$ cat src/rtl_pkg.sv
// Package for the remote temperature limit and alarm block.
// Assumes one 100 MHz core clock and a synchronous active-high reset.
package rtl_pkg;

	// ------------------------------------------------------------
	// Register offsets
	// ------------------------------------------------------------
	localparam logic [7:0] ADDR_ALARM_STATUS      = 8'h02;
	localparam logic [7:0] ADDR_LOW_LIMIT_HIGH    = 8'h08;
	localparam logic [7:0] ADDR_LOW_LIMIT_HIGH_B  = 8'h0E;
	localparam logic [7:0] ADDR_LOW_LIMIT_LOW     = 8'h14;
	localparam logic [7:0] ADDR_CRIT_LIMIT        = 8'h19;
	localparam logic [7:0] ADDR_CRIT_HYST         = 8'h21;
	localparam logic [7:0] ADDR_FILT_CMP_CFG      = 8'hBF;

	// ------------------------------------------------------------
	// Reset values
	// ------------------------------------------------------------
	localparam logic [7:0] RST_LOW_LIMIT_HIGH     = 8'h00;
	localparam logic [2:0] RST_LOW_LIMIT_FRAC     = 3'h0;
	localparam logic [7:0] RST_CRIT_LIMIT         = 8'h55;
	localparam logic [7:0] RST_CRIT_HYST          = 8'h0A;
	localparam logic [2:0] RST_FILT_CMP_CFG       = 3'h0;
	localparam logic [7:0] RST_STATUS             = 8'h00;

	// ------------------------------------------------------------
	// Field positions
	// ------------------------------------------------------------
	localparam int LOW_FRAC_MSB   = 7;
	localparam int LOW_FRAC_LSB   = 5;
	localparam int CFG_FILT_MSB   = 2;
	localparam int CFG_FILT_LSB   = 1;
	localparam int CFG_CMP_BIT    = 0;
	localparam int ST_BUSY_BIT    = 7;
	localparam int ST_LOCAL_HIGH  = 6;
	localparam int ST_REMOTE_LOW  = 3;
	localparam int ST_REMOTE_CRIT = 1;

	// ------------------------------------------------------------
	// Types
	// ------------------------------------------------------------
	typedef enum logic [2:0] {
		RTL_FILT_OFF  = 3'b001,
		RTL_FILT_MIN  = 3'b010,
		RTL_FILT_MAX  = 3'b100
	} rtl_filter_e;

	typedef struct packed {
		logic       wr;
		logic       rd;
		logic [7:0] addr;
		logic [7:0] wdata;
	} rtl_req_s;

	typedef struct packed {
		logic [10:0] remote_temp;
		logic [7:0]  local_temp;
		logic [7:0]  local_high_limit;
		logic        busy;
	} rtl_meas_s;

endpackage

$ cat src/rtl_limit_alarms.sv
// Remote temperature limit checking and latched alarm status.
// Assumes the serial bus front end presents register accesses as
// one-cycle strobes on i_reg_req, and the converter presents its
// readings and busy flag on the core clock.
//
// Notes on behaviour
// - Remote low setpoint high byte is read/write at 08 and 0E, resets to 0, signed.
// - Remote low setpoint low byte keeps bits 7:5 and reads 0 in bits 4:0, resets to 0.
// - Remote critical limit is an 8-bit integer register resetting to 85.
// - Critical limit takes one write after reset, only while unlock is set, then locks.
// - Critical condition holds until remote falls below limit minus hysteresis (at 21).
// - Filter field bits 2:1 of BF: 00 off, 01 and 10 minimal, 11 maximum.
// - Comparator bit 0 makes the alert follow the live conditions; else it is latched.
// - Alarm bits at 02 latch until read and clear only if the condition has gone.
// - Status bit 7 shows converter busy and never drives the alert.
// - Status bit 6 flags local temperature above the local high setpoint.
// - Status bit 3 flags remote temperature below the remote low setpoint.
// - Status bit 1 flags remote temperature above the critical limit.
`timescale 1ns/1ns
module rtl_limit_alarms (
	input  wire logic                 i_core_clk,       // Core clock, 100 MHz
	input  wire logic                 i_reset,          // Synchronous reset, high
	input  wire rtl_pkg::rtl_req_s    i_reg_req,        // Register access strobes
	input  wire rtl_pkg::rtl_meas_s   i_meas,           // Converter results
	input  wire logic                 i_crit_unlock,    // Critical limit unlock bit
	output logic [7:0]                o_reg_rdata,      // Read data, one cycle later
	output logic                      o_reg_rvalid,     // Read data valid pulse
	output logic                      o_alert,          // Alert asserted, high
	output rtl_pkg::rtl_filter_e      o_filter_level,   // Selected filter level
	output logic                      o_crit_active     // Critical condition active
);

	// ------------------------------------------------------------
	// Helpers
	// ------------------------------------------------------------
	// Integer degrees to signed eighths of a degree
	function automatic logic signed [12:0] deg_to_eighths(input logic signed [8:0] deg);
		deg_to_eighths = {deg[8], deg, 3'b000};
	endfunction

	function automatic rtl_pkg::rtl_filter_e decode_filter(input logic [1:0] code);
		rtl_pkg::rtl_filter_e f;
		f = rtl_pkg::RTL_FILT_OFF;
		case (code)
			2'h0: f = rtl_pkg::RTL_FILT_OFF;
			2'h1: f = rtl_pkg::RTL_FILT_MIN;
			2'h2: f = rtl_pkg::RTL_FILT_MIN;
			default: f = rtl_pkg::RTL_FILT_MAX;
		endcase
		return f;
	endfunction

	// ------------------------------------------------------------
	// State
	// ------------------------------------------------------------
	logic [7:0]           low_high_q,   low_high_d;
	logic [2:0]           low_frac_q,   low_frac_d;
	logic [7:0]           crit_limit_q, crit_limit_d;
	logic                 crit_locked_q, crit_locked_d;
	logic [7:0]           crit_hyst_q,  crit_hyst_d;
	logic [2:0]           cfg_q,        cfg_d;
	logic                 crit_q,       crit_d;
	logic [7:0]           status_q,     status_d;
	logic [7:0]           rdata_q,      rdata_d;
	logic                 rvalid_q,     rvalid_d;
	logic                 alert_q,      alert_d;
	rtl_pkg::rtl_filter_e filt_q,       filt_d;

	logic signed [10:0]   remote_s;
	logic signed [10:0]   low_s;
	logic signed [12:0]   remote_x;
	logic signed [12:0]   crit_set_x;
	logic signed [12:0]   crit_clr_x;
	logic                 cond_low;
	logic                 cond_crit;
	logic                 cond_local;
	logic [7:0]           cond_vec;
	logic                 wr_low_high;

	// ------------------------------------------------------------
	// Limit comparisons
	// ------------------------------------------------------------
	always_comb begin
		remote_s   = $signed(i_meas.remote_temp);
		low_s      = $signed({low_high_q, low_frac_q});
		cond_low   = remote_s < low_s;
		cond_local = $signed(i_meas.local_temp) > $signed(i_meas.local_high_limit);
		remote_x   = {{2{remote_s[10]}}, remote_s};
		crit_set_x = deg_to_eighths({crit_limit_q[7], crit_limit_q});
		crit_clr_x = deg_to_eighths(9'({crit_limit_q[7], crit_limit_q}
			- {crit_hyst_q[7], crit_hyst_q}));
		cond_crit  = remote_x > crit_set_x;
		crit_d     = crit_q;
		if (cond_crit) begin
			crit_d = 1'b1;
		end else if (remote_x < crit_clr_x) begin
			crit_d = 1'b0;
		end
		cond_vec = 8'h00;
		cond_vec[rtl_pkg::ST_LOCAL_HIGH]  = cond_local;
		cond_vec[rtl_pkg::ST_REMOTE_LOW]  = cond_low;
		// Alarm bit follows the plain limit; hysteresis only holds crit_q
		cond_vec[rtl_pkg::ST_REMOTE_CRIT] = cond_crit;
	end

	// ------------------------------------------------------------
	// Register writes
	// ------------------------------------------------------------
	always_comb begin
		low_high_d    = low_high_q;
		low_frac_d    = low_frac_q;
		crit_limit_d  = crit_limit_q;
		crit_locked_d = crit_locked_q;
		crit_hyst_d   = crit_hyst_q;
		cfg_d         = cfg_q;
		wr_low_high   = (i_reg_req.addr == rtl_pkg::ADDR_LOW_LIMIT_HIGH)
			|| (i_reg_req.addr == rtl_pkg::ADDR_LOW_LIMIT_HIGH_B);
		if (i_reg_req.wr) begin
			// low setpoint high byte, two addresses
			if (wr_low_high) begin
				low_high_d = i_reg_req.wdata;
			end else if (i_reg_req.addr == rtl_pkg::ADDR_LOW_LIMIT_LOW) begin
				low_frac_d = i_reg_req.wdata[rtl_pkg::LOW_FRAC_MSB:rtl_pkg::LOW_FRAC_LSB];
			end else if (i_reg_req.addr == rtl_pkg::ADDR_CRIT_LIMIT) begin
				if (i_crit_unlock && !crit_locked_q) begin
					crit_limit_d  = i_reg_req.wdata;
					crit_locked_d = 1'b1;
				end
			end else if (i_reg_req.addr == rtl_pkg::ADDR_CRIT_HYST) begin
				crit_hyst_d = i_reg_req.wdata;
			end else if (i_reg_req.addr == rtl_pkg::ADDR_FILT_CMP_CFG) begin
				cfg_d = i_reg_req.wdata[2:0];
			end
		end
	end

	always_ff @(posedge i_core_clk) begin
		if (i_reset) begin
			low_high_q    <= rtl_pkg::RST_LOW_LIMIT_HIGH;
			low_frac_q    <= rtl_pkg::RST_LOW_LIMIT_FRAC;
			crit_limit_q  <= rtl_pkg::RST_CRIT_LIMIT;
			crit_locked_q <= 1'b0;
			crit_hyst_q   <= rtl_pkg::RST_CRIT_HYST;
			cfg_q         <= rtl_pkg::RST_FILT_CMP_CFG;
		end else begin
			low_high_q    <= low_high_d;
			low_frac_q    <= low_frac_d;
			crit_limit_q  <= crit_limit_d;
			crit_locked_q <= crit_locked_d;
			crit_hyst_q   <= crit_hyst_d;
			cfg_q         <= cfg_d;
		end
	end

	// ------------------------------------------------------------
	// Status, read data and alert
	// ------------------------------------------------------------
	always_comb begin
		// latch, clear on read only if condition gone; set wins
		status_d = cond_vec;
		if (!(i_reg_req.rd && (i_reg_req.addr == rtl_pkg::ADDR_ALARM_STATUS))) begin
			status_d = cond_vec | status_q;
		end
		rvalid_d = i_reg_req.rd;
		rdata_d  = rdata_q;
		if (i_reg_req.rd) begin
			if (i_reg_req.addr == rtl_pkg::ADDR_ALARM_STATUS) begin
				rdata_d = status_q;
				rdata_d[rtl_pkg::ST_BUSY_BIT] = i_meas.busy;
			end else if ((i_reg_req.addr == rtl_pkg::ADDR_LOW_LIMIT_HIGH)
				|| (i_reg_req.addr == rtl_pkg::ADDR_LOW_LIMIT_HIGH_B)) begin
				rdata_d = low_high_q;
			end else if (i_reg_req.addr == rtl_pkg::ADDR_LOW_LIMIT_LOW) begin
				rdata_d = {low_frac_q, 5'h00};
			end else if (i_reg_req.addr == rtl_pkg::ADDR_CRIT_LIMIT) begin
				rdata_d = crit_limit_q;
			end else if (i_reg_req.addr == rtl_pkg::ADDR_CRIT_HYST) begin
				rdata_d = crit_hyst_q;
			end else if (i_reg_req.addr == rtl_pkg::ADDR_FILT_CMP_CFG) begin
				rdata_d = {5'h00, cfg_q};
			end else begin
				rdata_d = 8'h00;
			end
		end
		// comparator follows live conditions, normal mode uses latches
		if (cfg_q[rtl_pkg::CFG_CMP_BIT]) begin
			alert_d = |cond_vec;
		end else begin
			alert_d = |status_q;
		end
		filt_d = decode_filter(cfg_q[rtl_pkg::CFG_FILT_MSB:rtl_pkg::CFG_FILT_LSB]);
	end

	always_ff @(posedge i_core_clk) begin
		if (i_reset) begin
			crit_q   <= 1'b0;
			status_q <= rtl_pkg::RST_STATUS;
			rdata_q  <= 8'h00;
			rvalid_q <= 1'b0;
			alert_q  <= 1'b0;
			filt_q   <= rtl_pkg::RTL_FILT_OFF;
		end else begin
			crit_q   <= crit_d;
			status_q <= status_d;
			rdata_q  <= rdata_d;
			rvalid_q <= rvalid_d;
			alert_q  <= alert_d;
			filt_q   <= filt_d;
		end
	end

	assign o_reg_rdata    = rdata_q;
	assign o_reg_rvalid   = rvalid_q;
	assign o_alert        = alert_q;
	assign o_filter_level = filt_q;
	assign o_crit_active  = crit_q;

endmodule

$ cat config.mk
export PLATFORM = sky130hd
export DESIGN_NAME = rtl_limit_alarms
export DESIGN_NICKNAME = d
export VERILOG_FILES = /design/src/rtl_pkg.sv /design/src/rtl_limit_alarms.sv
export SDC_FILE = /design/constraint.sdc
export NUM_CORES = 1
export LEC_CHECK = 0
export ABC_AREA = 1
export ABC_CLOCK_PERIOD_IN_PS = 3000
export BUFFER_PORTS_ARGS = -buffer_cell sky130_fd_sc_hd__buf_2
export CORE_MARGIN = 5
export CORE_UTILIZATION = 51
export DETAILED_ROUTE_END_ITERATION = 10
export GPL_TIMING_DRIVEN = 1
export PLACE_DENSITY = 0.74
export SYNTH_ARGS = -nofsm -noshare
export SYNTH_HDL_FRONTEND = slang
export SYNTH_SLANG_ARGS = --single-unit
$ cat constraint.sdc
create_clock -name i_core_clk -period 3 [get_ports i_core_clk]
set_input_delay 0.6 -clock i_core_clk [delete_from_list [all_inputs] [get_ports i_core_clk]]
set_output_delay 0.6 -clock i_core_clk [all_outputs]
set_load 0.005 [all_outputs]
**Word level (Yosys, flattened, before mapping)**

Cells that the tools add are included.

- Multiplexer cells: 11
- Eq/ne operators: 9
- Bitwise operators: 5
- Order comparisons: 4
- $add $sub $neg: 1
- Reductions and logical operators: 15

Operator list:

| operator | number |
|---|---|
| two-way mux 8 bit | 5 |
| == test 8 x 4 -> 1 bit (second input constant) | 2 |
| == test 8 x 5 -> 1 bit (second input constant) | 2 |
| < comparator 11 x 12 -> 1 bit | 1 |
| > comparator 11 bit | 1 |
| < comparator 11 bit | 1 |
| AND reduction 5 bit | 2 |
| subtractor 8 x 8 -> 9 bit | 1 |
| == test 8 x 2 -> 1 bit (second input constant) | 1 |
| == test 8 x 6 -> 1 bit (second input constant) | 1 |
| == test 8 bit (second input constant) | 1 |
| > comparator 8 bit | 1 |
| OR 7 x 8 -> 8 bit | 1 |
| OR reduction 8 bit | 1 |
| two-way mux 7 bit | 1 |
| one-hot mux 3 bit (2 select lines) | 1 |
| AND reduction 6 bit | 1 |
| inverter 1 bit | 4 |
| OR reduction 2 bit | 2 |
| two-way mux 1 bit | 3 |
| two-way mux 3 bit | 1 |
| AND reduction 3 bit | 1 |
| OR reduction 3 bit | 1 |
| == test 2 x 1 -> 1 bit (second input constant) | 1 |
| other kinds (7) | 8 |

- Flip-flop bits (word level): 53
- Input port bits: 49
- Word-level logic and storage cells: 58
- Output and inout port bits: 14

**Logic depth before layout (Yosys ltp)**

Gate-level depths: netlist of run 1.

- Depth in word-level cells: 7
- Depth in mapped cells: 17
- Gate-level depth less buffers: 17

**Worst setup path before layout of run 1**

Ideal clock, no wire load.

- Kind: reg-to-reg
- Start point: reg crit_limit_q[0]
- End point: reg crit_q, in the netlist o_crit_active
- Cell stages (with the launch flop): 17
- Path buffers: 0
- Required time: 2.872 ns
- Period minus slack after synthesis: 2.742 ns
- Arrival time: 2.615 ns
- Library setup time: 0.128 ns
- Slack: 0.258 ns
- Path through: dfxtp_1 -> inv_1 -> ha_1 -> fa_1 -> o21ai_0 -> a21oi_1 -> o21bai_1 -> nand2_1 -> a21boi_0 -> ha_1 -> a21o_1 -> nor2_1 -> nand3_1 -> nand2_1 -> nand2_1 -> a21oi_1 -> nor2_1

- Word-level cells in the longest chain between the ends: 3
- Elaborated cells between the ends (all ways): 5
- Those cells by class: add/sub (1); order compare (2); mux (1); reduce/logical (1)

RTL lines:

| what | line | source |
|---|---|---|
| start, declared | rtl_limit_alarms.sv:58 | `logic [7:0] crit_limit_q, crit_limit_d;` |
| start signal, assigned | rtl_limit_alarms.sv:141 | `crit_limit_q <= rtl_pkg::RST_CRIT_LIMIT;` |
| start signal, assigned | rtl_limit_alarms.sv:148 | `crit_limit_q <= crit_limit_d;` |
| subtractor 8 x 8 -> 9 bit | rtl_limit_alarms.sv:91 | `- {crit_hyst_q[7], crit_hyst_q}));` |
| < comparator 11 x 12 -> 1 bit | rtl_limit_alarms.sv:96 | `end else if (remote_x < crit_clr_x) begin` |
| nonzero test 2 bit (no line) | - |  |
| end signal, assigned | rtl_limit_alarms.sv:203 | `crit_q <= crit_d;` |
| end, declared | rtl_limit_alarms.sv:62 | `logic crit_q, crit_d;` |

Several ways; a longest one is shown, not always the timed one.
A chain may end at the register's enable or synchronous reset.

**Final worst setup path of run 1**

Ends and elaborated chain as after synthesis.

==> results.json, run 1 <==
{
  "clockBufferDepth": 2,
  "design.core.area_mm2": 0.00668,
  "worst-path-max-fanout": 4,
  "layout.cells.most_common": "sky130_fd_sc_hd__nand2_1",
  "timing.critical_path.from_type": "register",
  "arrival_worst_endpoint_ns": 2.95,
  "met3_wirelength_um": 542,
  "setup_repair_after_global_routing_missed_its_margin": "false",
  "run_status": "finished, final reports clean",
  "numCtsBuffers": 5,
  "dr.max_layer_used": "met4",
  "pin_count": 63,
  "grt_max_degree": 29,
  "detailedPlace.worstSlack_ns": 0.0228,
  "layout_min_cycle_time_ns": 2.76,
  "mappedNetlistArea_mm2": 0.00345,
  "worstSkewPairLatency_ns": 0.31,
  "number_of_global_route_vias_before_repair": 3349,
  "detail_route.wirelength_um": 8930,
  "netlist-cell-type-count": 41,
  "critical_path_start_end_classification": "reg2reg",
  "gr-usage-all-layers": 0.216,
  "rd_place_congestion": 0.932,
  "route.met2.wl_um": 4360,
  "finalCoreUtilization": 0.587,
  "critPathCaptureType": "register",
  "max_cap_viol_count": 0,
  "clock_tree_from_tritoncts": "done",
  "mappedNetlistNets": 593,
  "die_height_um": 92.3,
  "route.detailed.wl_per_inst_um": 13.9,
  "drive_gt1_frac": 0.167,
  "power_leakage_nw": 2.01,
  "hold_viol": 0,
  "syn-instance-count": 499,
  "critPathRequiredTime_ns": 3.19,
  "grt.overflow.total": 0,
  "timing.slew.headroom": 0.523,
  "dp_hpwl_um": 7280,
  "numClockSinks": 48,
  "antenna-diode-count": 0,
  "mostFrequentLayoutCells": "sky130_fd_sc_hd__nand2_1 (103), sky130_fd_sc_hd__inv_1 (88), sky130_fd_sc_hd__buf_2 (62)",
  "io_buffers": 62,
  "clock_skew_ns": 0.0108,
  "worst_ir_drop_vdd_uv": 202,
  "post_cts_hold_buffer_count": 0,
  "initial_utilization": 0.517,
  "cts.clk_slew.worst_paths_ns": 0.09,
  "h-tree-depth": 2,
  "initial_antenna_violation_count": 0,
  "slew_worst_pin_ns": 0.710,
  "avgViaCountPerCell": 5.30,
  "totalNegativeSetupSlack_ns": 0,
  "num-nets-final": 656,
  "cts-root-buf": "sky130_fd_sc_hd__clkbuf_8",
  "syn_to_final_growth_pct": 13.6,
  "detailedRoute.firstIterationViolations": 166,
  "design.die.area_mm2": 0.00852,
  "period_share": 0.919,
  "route.vias.total": 3411,
  "met1_length_um": 3920,
  "post_route_ant_nets": 0,
  "drt_first_pass_iters": 5,
  "layout_setup_ws_ns": 0.244,
  "drc": 0,
  "fp.dieW_um": 92.3,
  "ys_seq_elements": 48,
  "final-setup-viol-count": 0,
  "post_cts_setup_repair_bufs": 0,
  "cts-resized-gates": 0,
  "synth.yosys.warnings": 0,
  "r2r_slack_ns": 0.24,
  "hold_path.class": "reg2reg",
  "grt_pass1_wl_um": 14800,
  "placementRows": 30,
  "pwrdens_mw_per_mm2": 320,
  "maxClockFrequency_mhz": 363,
  "sequential_share_of_the_synthesized_area": 0.278,
  "syn-mean-instance-area_um2": 6.92,
  "maxSlewViolCount": 0
}
[layout make-up]
class	count	area [um^2]
inverters	94	355
clock buffers	8	90.1
repair buffers	63	318
multi-input cells	350	2100
fillers	648	2760
flip-flops and latches	48	962
well taps	80	100
[synth_stat cells, drive strengths merged]
| cell type | instances | share of area |
|---|---|---|
| nand2 | 106 | 0.12 |
| inv | 91 | 0.099 |
| dfxtp | 48 | 0.28 |
| ha | 44 | 0.16 |
| nor2 | 40 | 0.046 |
| a21oi | 39 | 0.057 |
| nand3 | 36 | 0.056 |
| o21ai | 31 | 0.045 |
| nand4 | 12 | 0.022 |
| nor3 | 11 | 0.021 |
| a211oi | 4 | 0.014 |
| buf | 4 | 0.011 |
| o211ai | 4 | 0.010 |
| o21bai | 4 | 0.0087 |
| or2 | 4 | 0.0072 |
| xor2 | 4 | 0.010 |
| clkbuf | 3 | 0.0033 |
| clkinv | 3 | 0.0040 |
| xnor2 | 2 | 0.0051 |
| a21boi | 1 | 0.0022 |
| a21o | 1 | 0.0022 |
| and2 | 1 | 0.0018 |
| and3 | 1 | 0.0018 |
| fa | 1 | 0.0058 |
| nor3b | 1 | 0.0022 |
| o21a | 1 | 0.0022 |
| o221ai | 1 | 0.0025 |
| o41ai | 1 | 0.0025 |
[power by group]
part           internal (mW)  leakage [nW]  switching (mW)
combinational         0.0784          1.57           0.124
sequential             0.646         0.389         0.00599
clock                  0.188        0.0455           0.212
total                  0.912          2.01           0.342
[critical path, stage by stage, from the launching register on]
cell and delay, ns:
sky130_fd_sc_hd__dfxtp_2 0.36, sky130_fd_sc_hd__inv_1 0.05, sky130_fd_sc_hd__ha_1 0.22, sky130_fd_sc_hd__fa_2 0.37
sky130_fd_sc_hd__o21ai_2 0.17, sky130_fd_sc_hd__a21oi_1 0.08, sky130_fd_sc_hd__o21bai_1 0.21, sky130_fd_sc_hd__nand2_1 0.07
sky130_fd_sc_hd__a21boi_1 0.13, sky130_fd_sc_hd__ha_1 0.28, sky130_fd_sc_hd__a21o_1 0.20, sky130_fd_sc_hd__nor2_2 0.12
sky130_fd_sc_hd__nand3_1 0.09, sky130_fd_sc_hd__nand2_1 0.07, sky130_fd_sc_hd__nand2_1 0.05, sky130_fd_sc_hd__a21oi_1 0.12
sky130_fd_sc_hd__nor2_1 0.05
[flip-flops by register name (all words and copies together), names as in the netlist]
name,count
low_frac_q,3
o_crit_active,1
o_alert,1
crit_hyst_q,8
status_q,3
o_reg_rdata,8
crit_limit_q,8
crit_locked_q,1
o_filter_level,3
low_high_q,8
o_reg_rvalid,1
cfg_q,3
[cells by family after synthesis]
kind of cell               Yosys count  synth area share
and+or+nand+nor                    212             0.278
buffers and inverters              101             0.117
AOI/OAI and AO/OA                   87             0.146
DFF                                 48             0.278
adders and majority gates           45             0.165
xor gates and xnor gates             6            0.0152
[path summary, 6_finish.rpt]
kind,startpoint,depth (start not counted),end
setup reg to reg,crit_limit_q[0],16,o_crit_active
hold reg to reg,crit_locked_q,2,crit_locked_q
setup / recovery,crit_limit_q[0],16,o_crit_active
hold / removal,crit_locked_q,2,crit_locked_q
[stage by stage]
stage	instances	hold slack, ns	power, mW	area, um^2
after floorplan	499	0.430	0.782	3450
after global routing	643	0.494	1.32	3920
after CTS	643	0.456	1.26	3910
after global placement	635	0.442	0.859	3820
after detailed placement	635	0.443	0.867	3820
final	643	0.464	1.25	3920
[metal layers]
metal | up-vias | track usage
li1 | 1755 | -
met1 | 1551 | 0.269
met2 | 97 | 0.384
met3 | 8 | 0.0312
met4 | 0 | 0.0631
met5 | - | 0
Power figures use the tool's default switching activity.
==> run 2, diff against run 1 <==
--- a/config.mk
+++ b/config.mk
@@ -9,10 +9,10 @@
 export ABC_CLOCK_PERIOD_IN_PS = 3000
 export BUFFER_PORTS_ARGS = -buffer_cell sky130_fd_sc_hd__buf_2
 export CORE_MARGIN = 5
-export CORE_UTILIZATION = 51
+export CORE_UTILIZATION = 30
 export DETAILED_ROUTE_END_ITERATION = 10
 export GPL_TIMING_DRIVEN = 1
-export PLACE_DENSITY = 0.74
+export PLACE_DENSITY = 0.48
 export SYNTH_ARGS = -nofsm -noshare
 export SYNTH_HDL_FRONTEND = slang
 export SYNTH_SLANG_ARGS = --single-unit
==> results.json, run 2 (synthesis results as in run 1) <==
{
  "run_status": "finished, final reports clean",
  "dp_hpwl_um": 8120,
  "period_share": 0.910,
  "num-nets-final": 658,
  "layout_setup_ws_ns": 0.270,
  "design.core.area_mm2": 0.0114,
  "arrival_worst_endpoint_ns": 2.90,
  "syn_to_final_growth_pct": 18.7,
  "cts.clk_slew.worst_paths_ns": 0.07,
  "cp_top_family": "compound AO/OA/AOI/OAI gates",
  "h-tree-depth": 2,
  "grt.overflow.total": 0,
  "drt_first_pass_iters": 4,
  "number_of_global_route_vias_before_repair": 3181,
  "timing.critical_path.slowest_stage_cell": "sky130_fd_sc_hd__fa_2",
  "placementRows": 39,
  "clock_tree_from_tritoncts": "done",
  "clock_skew_ns": 0.00661,
  "rd_place_congestion": 0.818,
  "critPathBufInv": 1,
  "final-setup-viol-count": 0,
  "io_buffers": 62,
  "detailedPlace.worstSlack_ns": -0.000581,
  "drive_gt1_frac": 0.173,
  "pwrdens_mw_per_mm2": 369,
  "detailedRoute.firstIterationViolations": 124,
  "timing.critical_path.from_type": "register",
  "critPathRequiredTime_ns": 3.17,
  "hold_path.class": "reg2reg",
  "critPathCaptureType": "register",
  "drc": 0,
  "hold_viol": 0,
  "timing.critical_path.slowest_cell_delay_ns": 0.37,
  "antenna-diode-count": 0,
  "route.vias.total": 3297,
  "layout.cells.most_common": "sky130_fd_sc_hd__nand2_1",
  "numCtsBuffers": 5,
  "grt_pass1_wl_um": 15800,
  "pin_count": 63,
  "initial_utilization": 0.304,
  "detail_route.wirelength_um": 9910,
  "slew_worst_pin_ns": 0.688,
  "hold_ws_ns": 0.455,
  "grt_max_degree": 29,
  "critical_path_start_end_classification": "reg2reg",
  "path_cells": "inv_1 -> ha_1 -> fa_2 -> o21ai_2 -> a21oi_1 -> o21bai_1 -> nand2_1 -> a21boi_1 -> ha_1 -> a21o_1 -> nor2_2 -> nand3_1 -> nand2_1 -> nand2_1 -> a21oi_1 -> nor2_1",
  "clockBufferDepth": 2,
  "fillerInstances": 1229,
  "gr-usage-all-layers": 0.149,
  "worst-path-max-fanout": 4,
  "maxSlewViolCount": 0,
  "worstSkewPairLatency_ns": 0.29,
  "timing.slew.headroom": 0.538,
  "max_cap_viol_count": 0,
  "avgViaCountPerCell": 4.66,
  "route.detailed.wl_per_inst_um": 14.0,
  "numClockSinks": 48,
  "post_route_ant_nets": 0,
  "fp.dieW_um": 117,
  "post_cts_hold_buffer_count": 0,
  "layout_min_cycle_time_ns": 2.73,
  "totalNegativeSetupSlack_ns": 0,
  "design.die.area_mm2": 0.0138,
  "initial_antenna_violation_count": 0,
  "maxClockFrequency_mhz": 366,
  "mostFrequentLayoutCells": "sky130_fd_sc_hd__nand2_1 (103), sky130_fd_sc_hd__inv_1 (88), sky130_fd_sc_hd__buf_2 (62)",
  "worst_ir_drop_vdd_uv": 197,
  "die_height_um": 117,
  "setup_repair_after_global_routing_missed_its_margin": "false",
  "power_leakage_nw": 2.05,
  "finalCoreUtilization": 0.360,
  "worst_path_most_repeated_cell": "sky130_fd_sc_hd__nand2_1",
  "cts-root-buf": "sky130_fd_sc_hd__clkbuf_16"
}
==> run 2: cell types whose count changed in the layout (fill, tap and decap cells not counted) <==
cell,previous run,this run
sky130_fd_sc_hd__clkbuf_8,6,0
sky130_fd_sc_hd__clkbuf_16,0,5
sky130_fd_sc_hd__buf_4,1,3
sky130_fd_sc_hd__clkbuf_1,2,0
sky130_fd_sc_hd__bufinv_16,0,1
sky130_fd_sc_hd__clkinvlp_4,0,1
sky130_fd_sc_hd__inv_6,0,1
==> run 2: final cells by class <==
| class | count | area [um^2] | share of cell area |
|---|---|---|---|
| well taps | 143 | 179 | 0.0437 |
| clock inverters | 3 | 46.3 | 0.0113 |
| repair buffers | 65 | 333 | 0.0812 |
| multi-input cells | 350 | 2100 | 0.512 |
| clock buffers | 5 | 125 | 0.0305 |
| inverters | 94 | 355 | 0.0867 |
| flip-flops and latches | 48 | 962 | 0.235 |
==> run 2: final timing paths <==
path,from,to,slack (ns),cells past startpoint
setup / recovery,crit_limit_q[0],o_crit_active,0.27,16
hold / removal,crit_locked_q,crit_locked_q,0.45,2
setup reg to reg,crit_limit_q[0],o_crit_active,0.27,16
hold reg to reg,crit_locked_q,crit_locked_q,0.45,2
==> run 2: repair_timing <==
action / 4_1_cts / 5_1_grt
resized for setup: 1 / 5
gates cloned: 0 / 0
buffers inserted: 0 / 0
setup endpoints to repair: 1 / 1
pin swaps: 0 / 3
==> run 2: metal layers <==
metal  up-vias  wire length (um)  GRT usage
met3        10               429     0.0237
met4         0               158     0.0390
li1       1758                 -          -
met2        74              4660      0.251
met1      1455              4660      0.198
met5         -                 0          0
==> run 2: stage by stage <==
step	total power [mW]	area (um^2)	cells
floorplan	0.782	3450	499
global placement	0.869	3920	700
detailed placement	0.872	3920	700
CTS	1.53	4090	708
global route	1.60	4100	708
finish	1.51	4100	708
==> run 2: worst register-to-register path, cell delays in order, from the launching register on <==
cell and delay (ns):
sky130_fd_sc_hd__dfxtp_2 0.35, sky130_fd_sc_hd__inv_1 0.05, sky130_fd_sc_hd__ha_1 0.21, sky130_fd_sc_hd__fa_2 0.37, sky130_fd_sc_hd__o21ai_2 0.15, sky130_fd_sc_hd__a21oi_1 0.08
sky130_fd_sc_hd__o21bai_1 0.20, sky130_fd_sc_hd__nand2_1 0.07, sky130_fd_sc_hd__a21boi_1 0.15, sky130_fd_sc_hd__ha_1 0.29, sky130_fd_sc_hd__a21o_1 0.20, sky130_fd_sc_hd__nor2_2 0.12
sky130_fd_sc_hd__nand3_1 0.08, sky130_fd_sc_hd__nand2_1 0.06, sky130_fd_sc_hd__nand2_1 0.05, sky130_fd_sc_hd__a21oi_1 0.13, sky130_fd_sc_hd__nor2_1 0.05
==> run 2: where the power goes <==
part	total (mW)	switching (mW)	internal, mW
sequential	0.652	0.00606	0.646
combinational	0.205	0.126	0.0793
clock	0.655	0.258	0.397
total	1.51	0.390	1.12
